File: src/verilog/core_phase_pkg.sv
// Constants for the phase-divided instruction pipeline
package core_phase_pkg;
  // Phase numbering within one instruction cycle
  localparam logic [1:0] PH_ONE   = 2'h0;
  localparam logic [1:0] PH_TWO   = 2'h1;
  localparam logic [1:0] PH_THREE = 2'h2;
  localparam logic [1:0] PH_FOUR  = 2'h3;
  // Widths
  localparam int PC_W   = 11;
  localparam int WORD_W = 12;
  localparam int DATA_W = 8;
  localparam int REG_W  = 5;
  // Field positions
  localparam int JMP_LSB  = 0;
  localparam int JMP_W    = 9;
  localparam int DEST_BIT = 5;
  localparam int STAT_PG_LO = 5;
  // Opcode patterns
  localparam logic [2:0] OP_JUMP      = 3'h5;
  localparam logic [5:0] OP_INC       = 6'h0A;
  localparam logic [5:0] OP_INC_SKIP  = 6'h0F;
  // Reset values
  localparam logic [WORD_W-1:0] NOP_WORD = 12'h000;
  localparam logic [PC_W-1:0]   PC_RST   = 11'h7FF;
  localparam logic [DATA_W-1:0] ACC_RST  = 8'h00;
endpackage : core_phase_pkg

File: src/verilog/phase_divider.sv
// Divide-by-four phase generator
module phase_divider (
  input  wire logic       mclk,
  input  wire logic       rst,
  output logic [1:0]      phase,
  output logic            phase_one,
  output logic            phase_two,
  output logic            phase_three,
  output logic            phase_four
);
  logic [1:0] phase_r;

  always_ff @(posedge mclk or posedge rst) begin
    if (rst) begin
      phase_r <= core_phase_pkg::PH_ONE;
    end else begin
      phase_r <= phase_r + 2'h1;
    end
  end

  assign phase       = phase_r;
  assign phase_one   = (phase_r == core_phase_pkg::PH_ONE);
  assign phase_two   = (phase_r == core_phase_pkg::PH_TWO);
  assign phase_three = (phase_r == core_phase_pkg::PH_THREE);
  assign phase_four  = (phase_r == core_phase_pkg::PH_FOUR);
endmodule // phase_divider

File: src/verilog/core_phase_pipeline.sv
// Fetch/execute pipeline control of the small 8-bit core
// Summary of operation
// - Oscillator divided into four phases
// - Counter increments in phase one
// - Fetched word captured in phase four
// - Fetch of next overlaps current execute
// - Decoder loads at phase one
// - Operand read phase two, register write phase one, acc write phase four
// - Counter change flushes prefetch, two cycles
// - Jump loads nine bits plus status bits
// - Increment updates zero flag, one cycle
// - Destination bit selects accumulator or register
// - Increment-skip flushes on zero, flags kept
module core_phase_pipeline (
  input  wire logic        mclk,
  input  wire logic        rst,
  input  wire logic [11:0] prog_word,
  input  wire logic [7:0]  status_in,
  input  wire logic [7:0]  reg_rdata,
  output logic [10:0]      prog_addr,
  output logic [4:0]       reg_addr,
  output logic             reg_rd,
  output logic             reg_wr,
  output logic [7:0]       reg_wdata,
  output logic [7:0]       acc,
  output logic             zero_flag,
  output logic             zero_wr,
  output logic             flush,
  output logic             phase_one,
  output logic             phase_two,
  output logic             phase_three,
  output logic             phase_four
);
  logic [1:0]  phase;
  logic [10:0] pc_r;
  logic [11:0] fetch_r;
  logic [11:0] exec_r;
  logic        squash_r;
  logic [7:0]  operand_r;
  logic [7:0]  acc_r;
  logic [7:0]  wdata_r;
  logic        wr_r;
  logic        zero_r;
  logic        zwr_r;
  logic        redirect_r;
  logic [10:0] target_r;
  logic        flush_r;
  logic [4:0]  waddr_r;

  phase_divider u_div (
    .mclk        (mclk),
    .rst         (rst),
    .phase       (phase),
    .phase_one   (phase_one),
    .phase_two   (phase_two),
    .phase_three (phase_three),
    .phase_four  (phase_four)
  );

  // Decode of the word in execution; a squashed word decodes as nothing
  wire is_jump = ~squash_r && (exec_r[11:9] == core_phase_pkg::OP_JUMP);
  wire is_inc  = ~squash_r && (exec_r[11:6] == core_phase_pkg::OP_INC);
  wire is_incs = ~squash_r && (exec_r[11:6] == core_phase_pkg::OP_INC_SKIP);
  wire dest_reg = exec_r[core_phase_pkg::DEST_BIT];
  wire [7:0] inc_val = operand_r + 8'h01;
  wire [10:0] jump_tgt = {status_in[6:5], exec_r[8:0]};

  always_ff @(posedge mclk or posedge rst) begin
    if (rst) begin
      pc_r <= core_phase_pkg::PC_RST;
    end else if (phase_one) begin
      pc_r <= redirect_r ? target_r : pc_r + 11'h001;
    end
  end

  always_ff @(posedge mclk or posedge rst) begin
    if (rst) begin
      fetch_r <= core_phase_pkg::NOP_WORD;
    end else if (phase_four) begin
      fetch_r <= prog_word;
    end
  end

  // decoder load at phase one; flush squashes it
  always_ff @(posedge mclk or posedge rst) begin
    if (rst) begin
      exec_r   <= core_phase_pkg::NOP_WORD;
      squash_r <= 1'b1;
    end else if (phase_one) begin
      exec_r   <= fetch_r;
      squash_r <= flush_r;
    end
  end

  always_ff @(posedge mclk or posedge rst) begin
    if (rst) begin
      operand_r <= 8'h00;
    end else if (phase_two) begin
      operand_r <= reg_rdata;
    end
  end

  always_ff @(posedge mclk or posedge rst) begin
    if (rst) begin
      acc_r   <= core_phase_pkg::ACC_RST;
      wdata_r <= 8'h00;
      waddr_r <= 5'h00;
      wr_r    <= 1'b0;
      zero_r  <= 1'b0;
      zwr_r   <= 1'b0;
    end else begin
      wr_r  <= 1'b0;
      zwr_r <= 1'b0;
      if (phase_four && (is_inc || is_incs)) begin
        if (dest_reg) begin
          wdata_r <= inc_val;
          waddr_r <= exec_r[4:0];
          wr_r    <= 1'b1;
        end else begin
          acc_r <= inc_val;
        end
        // Only the plain increment touches the zero flag
        if (is_inc) begin
          zero_r <= (inc_val == 8'h00);
          zwr_r  <= 1'b1;
        end
      end
    end
  end

  always_ff @(posedge mclk or posedge rst) begin
    if (rst) begin
      redirect_r <= 1'b0;
      target_r   <= core_phase_pkg::PC_RST;
      flush_r    <= 1'b0;
    end else if (phase_four) begin
      redirect_r <= is_jump;
      target_r   <= jump_tgt;
      flush_r    <= is_jump || (is_incs && inc_val == 8'h00);
    end
  end

  assign prog_addr = pc_r;
  // The write pulse lands in phase one, before the next word enters execution,
  // and carries the index that waddr_r took from the word that produced it
  assign reg_addr  = wr_r ? waddr_r : exec_r[4:0];
  assign reg_rd    = phase_two && (is_inc || is_incs);
  assign reg_wr    = wr_r;
  assign reg_wdata = wdata_r;
  assign acc       = acc_r;
  assign zero_flag = zero_r;
  assign zero_wr   = zwr_r;
  assign flush     = flush_r;
endmodule // core_phase_pipeline

File: config.mk
export PLATFORM = sky130hd
export DESIGN_NAME = core_phase_pipeline
export DESIGN_NICKNAME = d
export VERILOG_FILES = /design/src/verilog/core_phase_pkg.sv /design/src/verilog/phase_divider.sv /design/src/verilog/core_phase_pipeline.sv
export SDC_FILE = /design/constraint.sdc
export NUM_CORES = 1
export LEC_CHECK = 0
export BUFFER_PORTS_ARGS = -buffer_cell sky130_fd_sc_hd__buf_4
export CELL_PAD_IN_SITES_DETAIL_PLACEMENT = 1
export CELL_PAD_IN_SITES_GLOBAL_PLACEMENT = 1
export CORE_ASPECT_RATIO = 1.1
export CORE_MARGIN = 1.5
export CORE_UTILIZATION = 47
export DETAILED_ROUTE_END_ITERATION = 16
export GPL_TIMING_DRIVEN = 0
export PLACE_DENSITY = 0.9
export SETUP_SLACK_MARGIN = 0.2
export SYNTH_ARGS = -nofsm -noshare
export SYNTH_HDL_FRONTEND = slang
export SYNTH_SLANG_ARGS = --single-unit
export TNS_END_PERCENT = 30
File: constraint.sdc
create_clock -name mclk -period 5.75 [get_ports mclk]
set_input_delay 1.15 -clock mclk [delete_from_list [all_inputs] [get_ports mclk]]
set_output_delay 1.15 -clock mclk [all_outputs]
set_load 0.1 [all_outputs]
==> flow_summary.json, run 1 <==
{
  "maxCapViolCount": 0,
  "fmax_mhz": 312,
  "io_buffers": 64,
  "switching_power_mw": 0.604,
  "post-synth-top-count-cell": "dfrtp_1",
  "pin_count": 71,
  "power_frac_seq_pct": 46.7,
  "grt_max_degree": 63,
  "wl_microns": 8850,
  "dpl.hpwl_microns": 6500,
  "dr.pass1.iters": 4,
  "clock_latency_ns": 0.36,
  "pre_cts_ws_ns": 2.94,
  "syn_area_per_cell_sq_um": 12.4,
  "ctsHoldBuffers": 0,
  "ys_seq_area_share_pct": 57.4,
  "p_clk_share_pct": 24.2,
  "clock-sinks": 83,
  "endpoint_kind": "output port",
  "synth_area_sq_mm": 0.00367,
  "maxSlewViolCount": 0,
  "hold_depth": 1,
  "cts_root_buffer": "clkbuf_8",
  "antenna_found_initial": 0,
  "fp.coreArea_sq_mm": 0.00751,
  "yosys_warnings": 0,
  "grt_usage_pct": 23.1,
  "synth-main-ff-cell": "dfrtp_1",
  "final_hold_viol_count": 0,
  "clk_pin_slew_worst_paths_ns": 0.08,
  "vias": 2617,
  "die_area_sq_mm": 0.00834,
  "r2r_cells": 4,
  "status": "complete, no violations",
  "rsz0062_at_grt": "false",
  "dp_cells": 466,
  "cts_tree": "built",
  "setup_violations": 0,
  "min_period_ns": 3.20,
  "synth_nets": 333,
  "grt_first_pass_wirelength_microns": 14300,
  "yosys.cell_types.count": 43,
  "drc_errors": 0,
  "num_rows": 33,
  "synth-seq-cells": 83,
  "cp.arrival_ns": 2.05,
  "num-nets-final": 409,
  "synth-edff-count": 0,
  "worst_slack_ns": 2.55,
  "synth_top_area_share_pct": 40.9,
  "area_growth_syn_to_layout_pct": 22.1,
  "cts-resized-gates": 0,
  "max_slew_margin_pct": 54.0,
  "postSynthCellCount": 296,
  "grt_pass1_vias": 2822,
  "worstSetupStartpointType": "register",
  "synth_common_cells": "60 x dfrtp_1, 55 x mux2_2, 24 x nand2_1",
  "initial_core_util_pct": 48.8,
  "numCtsBuffers": 9,
  "num-fill-cells": 803,
  "finalWeightedCongestion": 0.804,
  "drive_gt1_share_pct": 45.6,
  "post-route-period-util_pct": 55.7,
  "powerDensity_mw_per_mm2": 340,
  "ant_nets": 0,
  "hold_path_class": "register to register",
  "initialDrtViolationCount": 78,
  "die_h_microns": 95.6,
  "path_class": "register to output port",
  "grt-ovfl-total": 0,
  "pwr-share-comb_pct": 29.1,
  "clock_path_buffers": 2,
  "final_area_sq_mm": 0.00448,
  "cp_max_fo": 9,
  "post-cts-setup-buffer-count": 0,
  "fin_worst_skew_ns": 0.00879,
  "max_slew.worst_pin.slew_ns": 0.681,
  "power.internal_mw": 0.916,
  "fin_setup_tns_ns": 0,
  "place_area_sq_mm": 0.00431,
  "switching_share_pct": 39.7,
  "antenna_cells": 0,
  "htree_levels": 3,
  "chipWidth_microns": 87.2,
  "wl_per_cell_microns": 18.4,
  "ir_drop_uv": 129,
  "avgViaCountPerCell": 5.43,
  "final_cell_count_no_fill": 482,
  "synthTopCellsByArea": "dfrtp_1 41%, mux2_2 17%, dfstp_2 16%",
  "yosysTopAreaCell": "dfrtp_1",
  "cp.required_ns": 4.60,
  "leakage_nw": 1.97,
  "synthArstFlopShare_pct": 100
}
-- cell type report --
type	instances	area, sq um	share of cell area [%]
Sequential cell	83	2110	47.0
Multi-Input combinational cell	191	1460	32.7
Timing Repair Buffer	65	508	11.3
Tap cell	105	131	2.93
Clock buffer	9	124	2.77
Buffer	14	67.6	1.51
Clock inverter	7	45.0	1.01
Inverter	8	32.5	0.726
-- cells by family (layout without fill, tap and decap cells) --
logic type	Yosys count	after routing	share of synthesized area [%]
AO/OA/AOI/OAI	51	51	9.04
XOR/XNOR	7	7	1.67
adder cells (fa/ha/maj)	7	7	2.39
buffers and inverters	22	103	2.66
flip-flops	83	83	57.4
multiplexers	58	58	17.7
AND/OR/NAND/NOR	68	68	9.08
-- routing by layer --
layer / GRT usage (%) / up-vias / share of wire (%)
li1: - / 1197 / -
met1: 28.1 / 1346 / 41
met2: 40.9 / 58 / 53
met3: 3.98 / 16 / 3.1
met4: 8.60 / 0 / 2.0
met5: 0 / - / 0
-- power groups by stage --
| stage | clock [mW] | combinational (mW) | sequential (mW) |
|---|---|---|---|
| detailed placement | 0 | 0.443 | 0.720 |
| floorplan | 0 | 0.105 | 0.950 |
| finish | 0.368 | 0.443 | 0.710 |
| CTS | 0.379 | 0.445 | 0.709 |
| global placement | 0 | 0.429 | 0.713 |
| global route | 0.399 | 0.462 | 0.718 |
-- worst max-delay path, cell delays in order, from the launching register on --
cell      delay (ns)
dfrtp_1         0.40
inv_1           0.09
ha_1            0.17
clkbuf_1        0.45
and3_2          0.30
buf_4           0.29
-- flip-flops by register name, summed over array words and instances (netlist names), 2 cells and up --
| register | count |
|---|---|
| waddr_r | 5 |
| fetch_r | 12 |
| prog_addr | 11 |
| acc | 8 |
| u_div.phase | 2 |
| reg_wdata | 8 |
| exec_r | 12 |
| operand_r | 8 |
| target_r | 11 |
-- stage by stage --
stage | hold slack (ns) | total power, mW | util (%)
floorplan | 0.459 | 1.05 | -
global placement | 0.467 | 1.14 | 56.9
detailed placement | 0.487 | 1.16 | 57.3
CTS | 0.512 | 1.53 | 59.6
global route | 0.527 | 1.58 | 59.6
finish | 0.512 | 1.52 | 59.6
-- worst paths after layout --
kind                                           from                      to  slack (ns)
setup / recovery           u_div.phase[1]$_DFF_PP0_                  reg_rd        2.55
max in group asynchronous                       rst    squash_r$_DFFE_PP1P_        4.37
hold / removal               fetch_r[5]$_DFFE_PP0P_  fetch_r[5]$_DFFE_PP0P_        0.51
hold reg to reg              fetch_r[5]$_DFFE_PP0P_  fetch_r[5]$_DFFE_PP0P_        0.51
min in group asynchronous                       rst  waddr_r[2]$_DFFE_PP0P_        0.75
setup reg to reg           operand_r[0]$_DFFE_PP0P_       flush$_DFFE_PP0P_        3.70
-- cells in the final DEF, fill, tap and decap left out, types with 2 or more instances in the layout --
cell type    n
a21oi_1     10
a21oi_2      3
a22o_1       7
and3_1       4
buf_1        3
buf_2        2
buf_4       65
clkbuf_1     6
clkbuf_8     9
clkinv_2     2
clkinvlp_4   3
dfrtp_1     60
dfstp_2     23
ha_1         7
inv_1        7
mux2_2      55
mux2i_1      2
nand2_1     24
nand3_1      6
nor2_1      21
nor3_1       2
nor4_1       3
o21ai_0     19
o41ai_1      3
xnor2_1      4
xor2_1       3
(Power assumes the default switching activity.)
==> run 2, diff against run 1 <==
Settings changed: CORE_UTILIZATION 47 to 44, PLACE_DENSITY 0.9 to 0.85.
Clock period 5.75 ns to 3.1 ns, I/O delays scaled along.
==> flow_summary.json, run 2 (same netlist as run 1, synthesis figures left out) <==
{
  "grt_first_pass_wirelength_microns": 14900,
  "initial_core_util_pct": 45.9,
  "grt_use_met3_pct": 4.01,
  "die_h_microns": 98.8,
  "num_rows": 34,
  "drive_gt1_share_pct": 45.6,
  "maxSlewViolCount": 0,
  "status": "complete, no violations",
  "place_area_sq_mm": 0.00431,
  "grtUsageMet2_pct": 37.6,
  "dp_cells": 469,
  "cp.arrival_ns": 2.01,
  "pin_count": 71,
  "ctsHoldBuffers": 0,
  "reg2reg_from": "operand_r[0]$_DFFE_PP0P_",
  "die_area_sq_mm": 0.00889,
  "max_slew_margin_pct": 52.4,
  "fp.coreArea_sq_mm": 0.00800,
  "final_cell_mix": "65 x buf_4, 60 x dfrtp_1, 55 x mux2_2",
  "ant_nets": 0,
  "cts_root_buffer": "clkbuf_8",
  "antenna_found_initial": 0,
  "setup_violations": 0,
  "num-nets-final": 409,
  "worstSetupStartpointType": "register",
  "final_hold_viol_count": 0,
  "numCtsBuffers": 9,
  "r2r_slack_ns": 1.02,
  "cp_max_fo": 9,
  "leakage_nw": 2.00,
  "chipWidth_microns": 90.0,
  "initialDrtViolationCount": 101,
  "clk_pin_slew_worst_paths_ns": 0.09,
  "reg_top3": "exec_r (12), fetch_r (12)",
  "grt.busiest_layer": "met2",
  "ir_drop_uv": 259,
  "max_slew.worst_pin.slew_ns": 0.705,
  "area_growth_syn_to_layout_pct": 23.7,
  "fin_worst_skew_ns": 0.0147,
  "powerDensity_mw_per_mm2": 667,
  "grt-ovfl-total": 0,
  "dpl.hpwl_microns": 6310,
  "clock_path_buffers": 2,
  "hold_path_class": "input pin to asynchronous set/reset pin",
  "rsz0062_at_grt": "false",
  "drc_errors": 0,
  "clock_latency_ns": 0.36,
  "htree_levels": 3,
  "wl_per_cell_microns": 18.1,
  "final_cell_count_no_fill": 485,
  "num-fill-cells": 874,
  "finalWeightedCongestion": 0.788,
  "min_period_ns": 2.63,
  "maxCapViolCount": 0,
  "wl_microns": 8760,
  "final_common_cell": "buf_4",
  "clock-sinks": 83,
  "grt_pass1_vias": 2873,
  "vias": 2612,
  "grt_usage_pct": 21.6,
  "cts-resized-gates": 0,
  "r2r_cells": 4,
  "dr.pass1.iters": 4,
  "grt_use_met1_pct": 25.4,
  "crit_end": "reg_rd",
  "startpoint": "u_div.phase[1]$_DFF_PP0_",
  "post-route-period-util_pct": 84.8,
  "final_area_sq_mm": 0.00454,
  "r2r_end": "flush$_DFFE_PP0P_",
  "endpoint_kind": "output port",
  "cp.required_ns": 2.48,
  "avgViaCountPerCell": 5.39,
  "io_buffers": 64,
  "path_class": "register to output port",
  "post-cts-setup-buffer-count": 0,
  "cts_tree": "built",
  "grt_max_degree": 54,
  "antenna_cells": 0,
  "fmax_mhz": 380
}
-- run 2: cell types whose count changed in the layout (fill, tap and decap cells not counted) --
cell        previous run  this run
clkinvlp_4             3         2
clkinv_4               1         0
clkbuf_8               9        10
bufinv_16              0         2
clkinv_2               2         0
inv_6                  0         1
-- run 2: worst min path at each step --
stage                                         from                        to
after CTS                                      rst        acc[2]$_DFFE_PP0P_
after global routing                           rst        acc[2]$_DFFE_PP0P_
after global placement    reg_wdata[4]$_DFFE_PP0P_  reg_wdata[4]$_DFFE_PP0P_
after detailed placement  reg_wdata[7]$_DFFE_PP0P_  reg_wdata[7]$_DFFE_PP0P_
final                                          rst        acc[2]$_DFFE_PP0P_
after floorplan             waddr_r[0]$_DFFE_PP0P_    waddr_r[0]$_DFFE_PP0P_
-- run 2: per-stage QoR --
| step | setup slack, ns | util (%) | total power, mW | hold WS [ns] | TNS (ns) |
|---|---|---|---|---|---|
| floorplan | 0.297 | - | 1.96 | 0.459 | 0 |
| global placement | -0.588 | 53.6 | 2.12 | 0.466 | -34.96 |
| detailed placement | 0.831 | 53.9 | 2.16 | 0.475 | 0 |
| CTS | 0.428 | 56.7 | 3.04 | 0.266 | 0 |
| global route | 0.332 | 56.7 | 3.14 | 0.283 | 0 |
| finish | 0.472 | 56.7 | 3.03 | 0.251 | 0 |
-- run 2: power breakdown --
part           internal, mW  total, mW  switching [mW]
Sequential             1.22       1.32           0.100
Combinational         0.199      0.825           0.626
Clock                 0.476      0.885           0.409
-- run 2: cell type report --
type                            instances  area, sq um  area share [%]
Timing Repair Buffer                   65          508            11.2
Multi-Input combinational cell        191         1460            32.3
Tap cell                              108          135            2.98
Clock inverter                          6         87.6            1.93
Clock buffer                           10          138            3.03
Buffer                                 14         67.6            1.49
Sequential cell                        83         2110            46.4
Inverter                                8         32.5           0.717
-- run 2: per-layer routing --
layer | up-vias | share of wire, %
met1 | 1339 | 42
met4 | 0 | 3.1
met3 | 19 | 3.2
li1 | 1199 | -
met5 | - | 0
met2 | 55 | 51
-- run 2: critical path, cell delays in order, from the launching register on --
cell and delay, ns:
dfrtp_1 0.41, inv_1 0.09, ha_1 0.17, clkbuf_1 0.40, and3_2 0.30, buf_4 0.29
==> run 3, diff against run 2 <==
Clock period 3.1 ns to 2.6 ns, I/O delays scaled along.
==> flow_summary.json, run 3 (same netlist as run 1, synthesis figures left out) <==
{
  "chipWidth_microns": 90.0,
  "wl_per_cell_microns": 18.2,
  "power.internal_mw": 2.03,
  "grt-ovfl-total": 0,
  "switching_power_mw": 1.32,
  "final_util_pct": 56.0,
  "r2r_end": "flush$_DFFE_PP0P_",
  "worstSetupStartpointType": "register",
  "reg2reg_from": "operand_r[0]$_DFFE_PP0P_",
  "post-route-period-util_pct": 86.9,
  "final_common_cell": "buf_4",
  "die_h_microns": 98.8,
  "maxSlewViolCount": 0,
  "place_area_sq_mm": 0.00431,
  "finalWeightedCongestion": 0.778,
  "dpl.hpwl_microns": 6570,
  "post-cts-setup-buffer-count": 0,
  "cpMaxStageDelayCell": "dfrtp_1",
  "maxCapViolCount": 0,
  "power_frac_seq_pct": 47.0,
  "min_period_ns": 2.26,
  "initial_core_util_pct": 45.9,
  "status": "complete, no violations",
  "final_cell_mix": "64 x buf_4, 60 x dfrtp_1, 55 x mux2_2",
  "antenna_cells": 0,
  "p_clk_share_pct": 23.7,
  "endpoint_kind": "output port",
  "grt_usage_pct": 21.4,
  "worst_slack_ns": 0.341,
  "pwr-share-comb_pct": 29.3,
  "cts_tree": "built",
  "cp.required_ns": 2.08,
  "r2r_slack_ns": 0.55,
  "powerDensity_mw_per_mm2": 748,
  "ant_nets": 0,
  "clock-sinks": 83,
  "drive_gt1_share_pct": 45.9,
  "dp_cells": 469,
  "final_hold_viol_count": 0,
  "antenna_found_initial": 0,
  "fp.coreArea_sq_mm": 0.00800,
  "path_cells": "inv_1 -> ha_2 -> buf_2 -> and3_2 -> buf_6",
  "avgViaCountPerCell": 5.39,
  "final_cell_count_no_fill": 485,
  "switching_share_pct": 39.4,
  "max_slew.worst_pin.slew_ns": 0.912,
  "wl_microns": 8810,
  "dr.pass1.iters": 4,
  "htree_levels": 3,
  "cp_max_fo": 9,
  "startpoint": "u_div.phase[1]$_DFF_PP0_",
  "hold_path_class": "input pin to asynchronous set/reset pin",
  "vias": 2614,
  "clock_path_buffers": 2,
  "numCtsBuffers": 9,
  "rsz0062_at_grt": "false",
  "pin_count": 71,
  "reg_top3": "exec_r (12), fetch_r (12)",
  "ir_drop_uv": 326,
  "num-nets-final": 409,
  "drc_errors": 0,
  "grt_pass1_vias": 2917,
  "area_growth_syn_to_layout_pct": 22.0,
  "setup_violations": 0,
  "max_slew_margin_pct": 39.1,
  "max_stage_delay_ns": 0.42,
  "path_class": "register to output port",
  "clk_pin_slew_worst_paths_ns": 0.08,
  "grt_max_degree": 44,
  "r2r_cells": 4,
  "cts_root_buffer": "clkbuf_8",
  "leakage_nw": 1.96,
  "grt_first_pass_wirelength_microns": 14900,
  "fin_setup_tns_ns": 0,
  "pre_cts_ws_ns": 0.386,
  "io_buffers": 64,
  "die_area_sq_mm": 0.00889,
  "initialDrtViolationCount": 69,
  "clock_latency_ns": 0.35,
  "fmax_mhz": 443,
  "cp.arrival_ns": 1.74,
  "final_area_sq_mm": 0.00448,
  "num_rows": 34,
  "total_power_mw": 3.35,
  "hold_ws_ns": 0.352,
  "fin_worst_skew_ns": 0.00681
}
-- run 3: worst max-delay path by stage --
| stage | end | depth (start not counted) |
|---|---|---|
| 3_5_place_dp | reg_rd | 5 |
| 6_report | reg_rd | 5 |
| 2_1_floorplan | acc[1]$_DFFE_PP0P_ | 5 |
| 3_3_place_gp | reg_rd | 5 |
| 4_1_cts | reg_rd | 5 |
| 5_1_grt | reg_rd | 5 |
-- run 3: final cells by class --
type                    count  area, sq um
inverters                   8         33.8
flip-flops and latches     83         2110
well taps                 108          135
clock inverters             5         30.0
plain buffers              14         68.8
multi-input cells         191         1470
clock buffers              11          131
repair buffers             65          504
fillers                   890         3520
-- run 3: power by group through the flow --
| stage | logic, mW | registers [mW] | clock network [mW] |
|---|---|---|---|
| global placement | 0.952 | 1.58 | 0 |
| CTS | 0.987 | 1.57 | 0.810 |
| finish | 0.980 | 1.58 | 0.793 |
| global route | 1.02 | 1.59 | 0.874 |
| detailed placement | 0.983 | 1.60 | 0 |
| floorplan | 0.233 | 2.10 | 0 |
-- run 3: repair_timing --
action | in CTS | in global routing
gates cloned | 0 | 0
hold buffers | 0 | 0
hold endpoints to repair | 0 | 0
resized for setup | 1 | 2
setup endpoints to repair | 1 | 1
-- run 3: layer usage --
metal,wire [microns],track usage [%],up-vias
met5,0,0,-
met4,176,8.91,0
met3,281,3.70,15
met2,4690,37.8,58
met1,3660,26.0,1339
li1,-,-,1202
-- run 3: worst max-delay path, delay by kind of cell (launching register included) --
family                   cells  cell delay (ns)
flip-flops                   1             0.42
buffers and inverters        3             0.56
AND/OR/NAND/NOR              1             0.25
adder cells (fa/ha/maj)      1             0.17
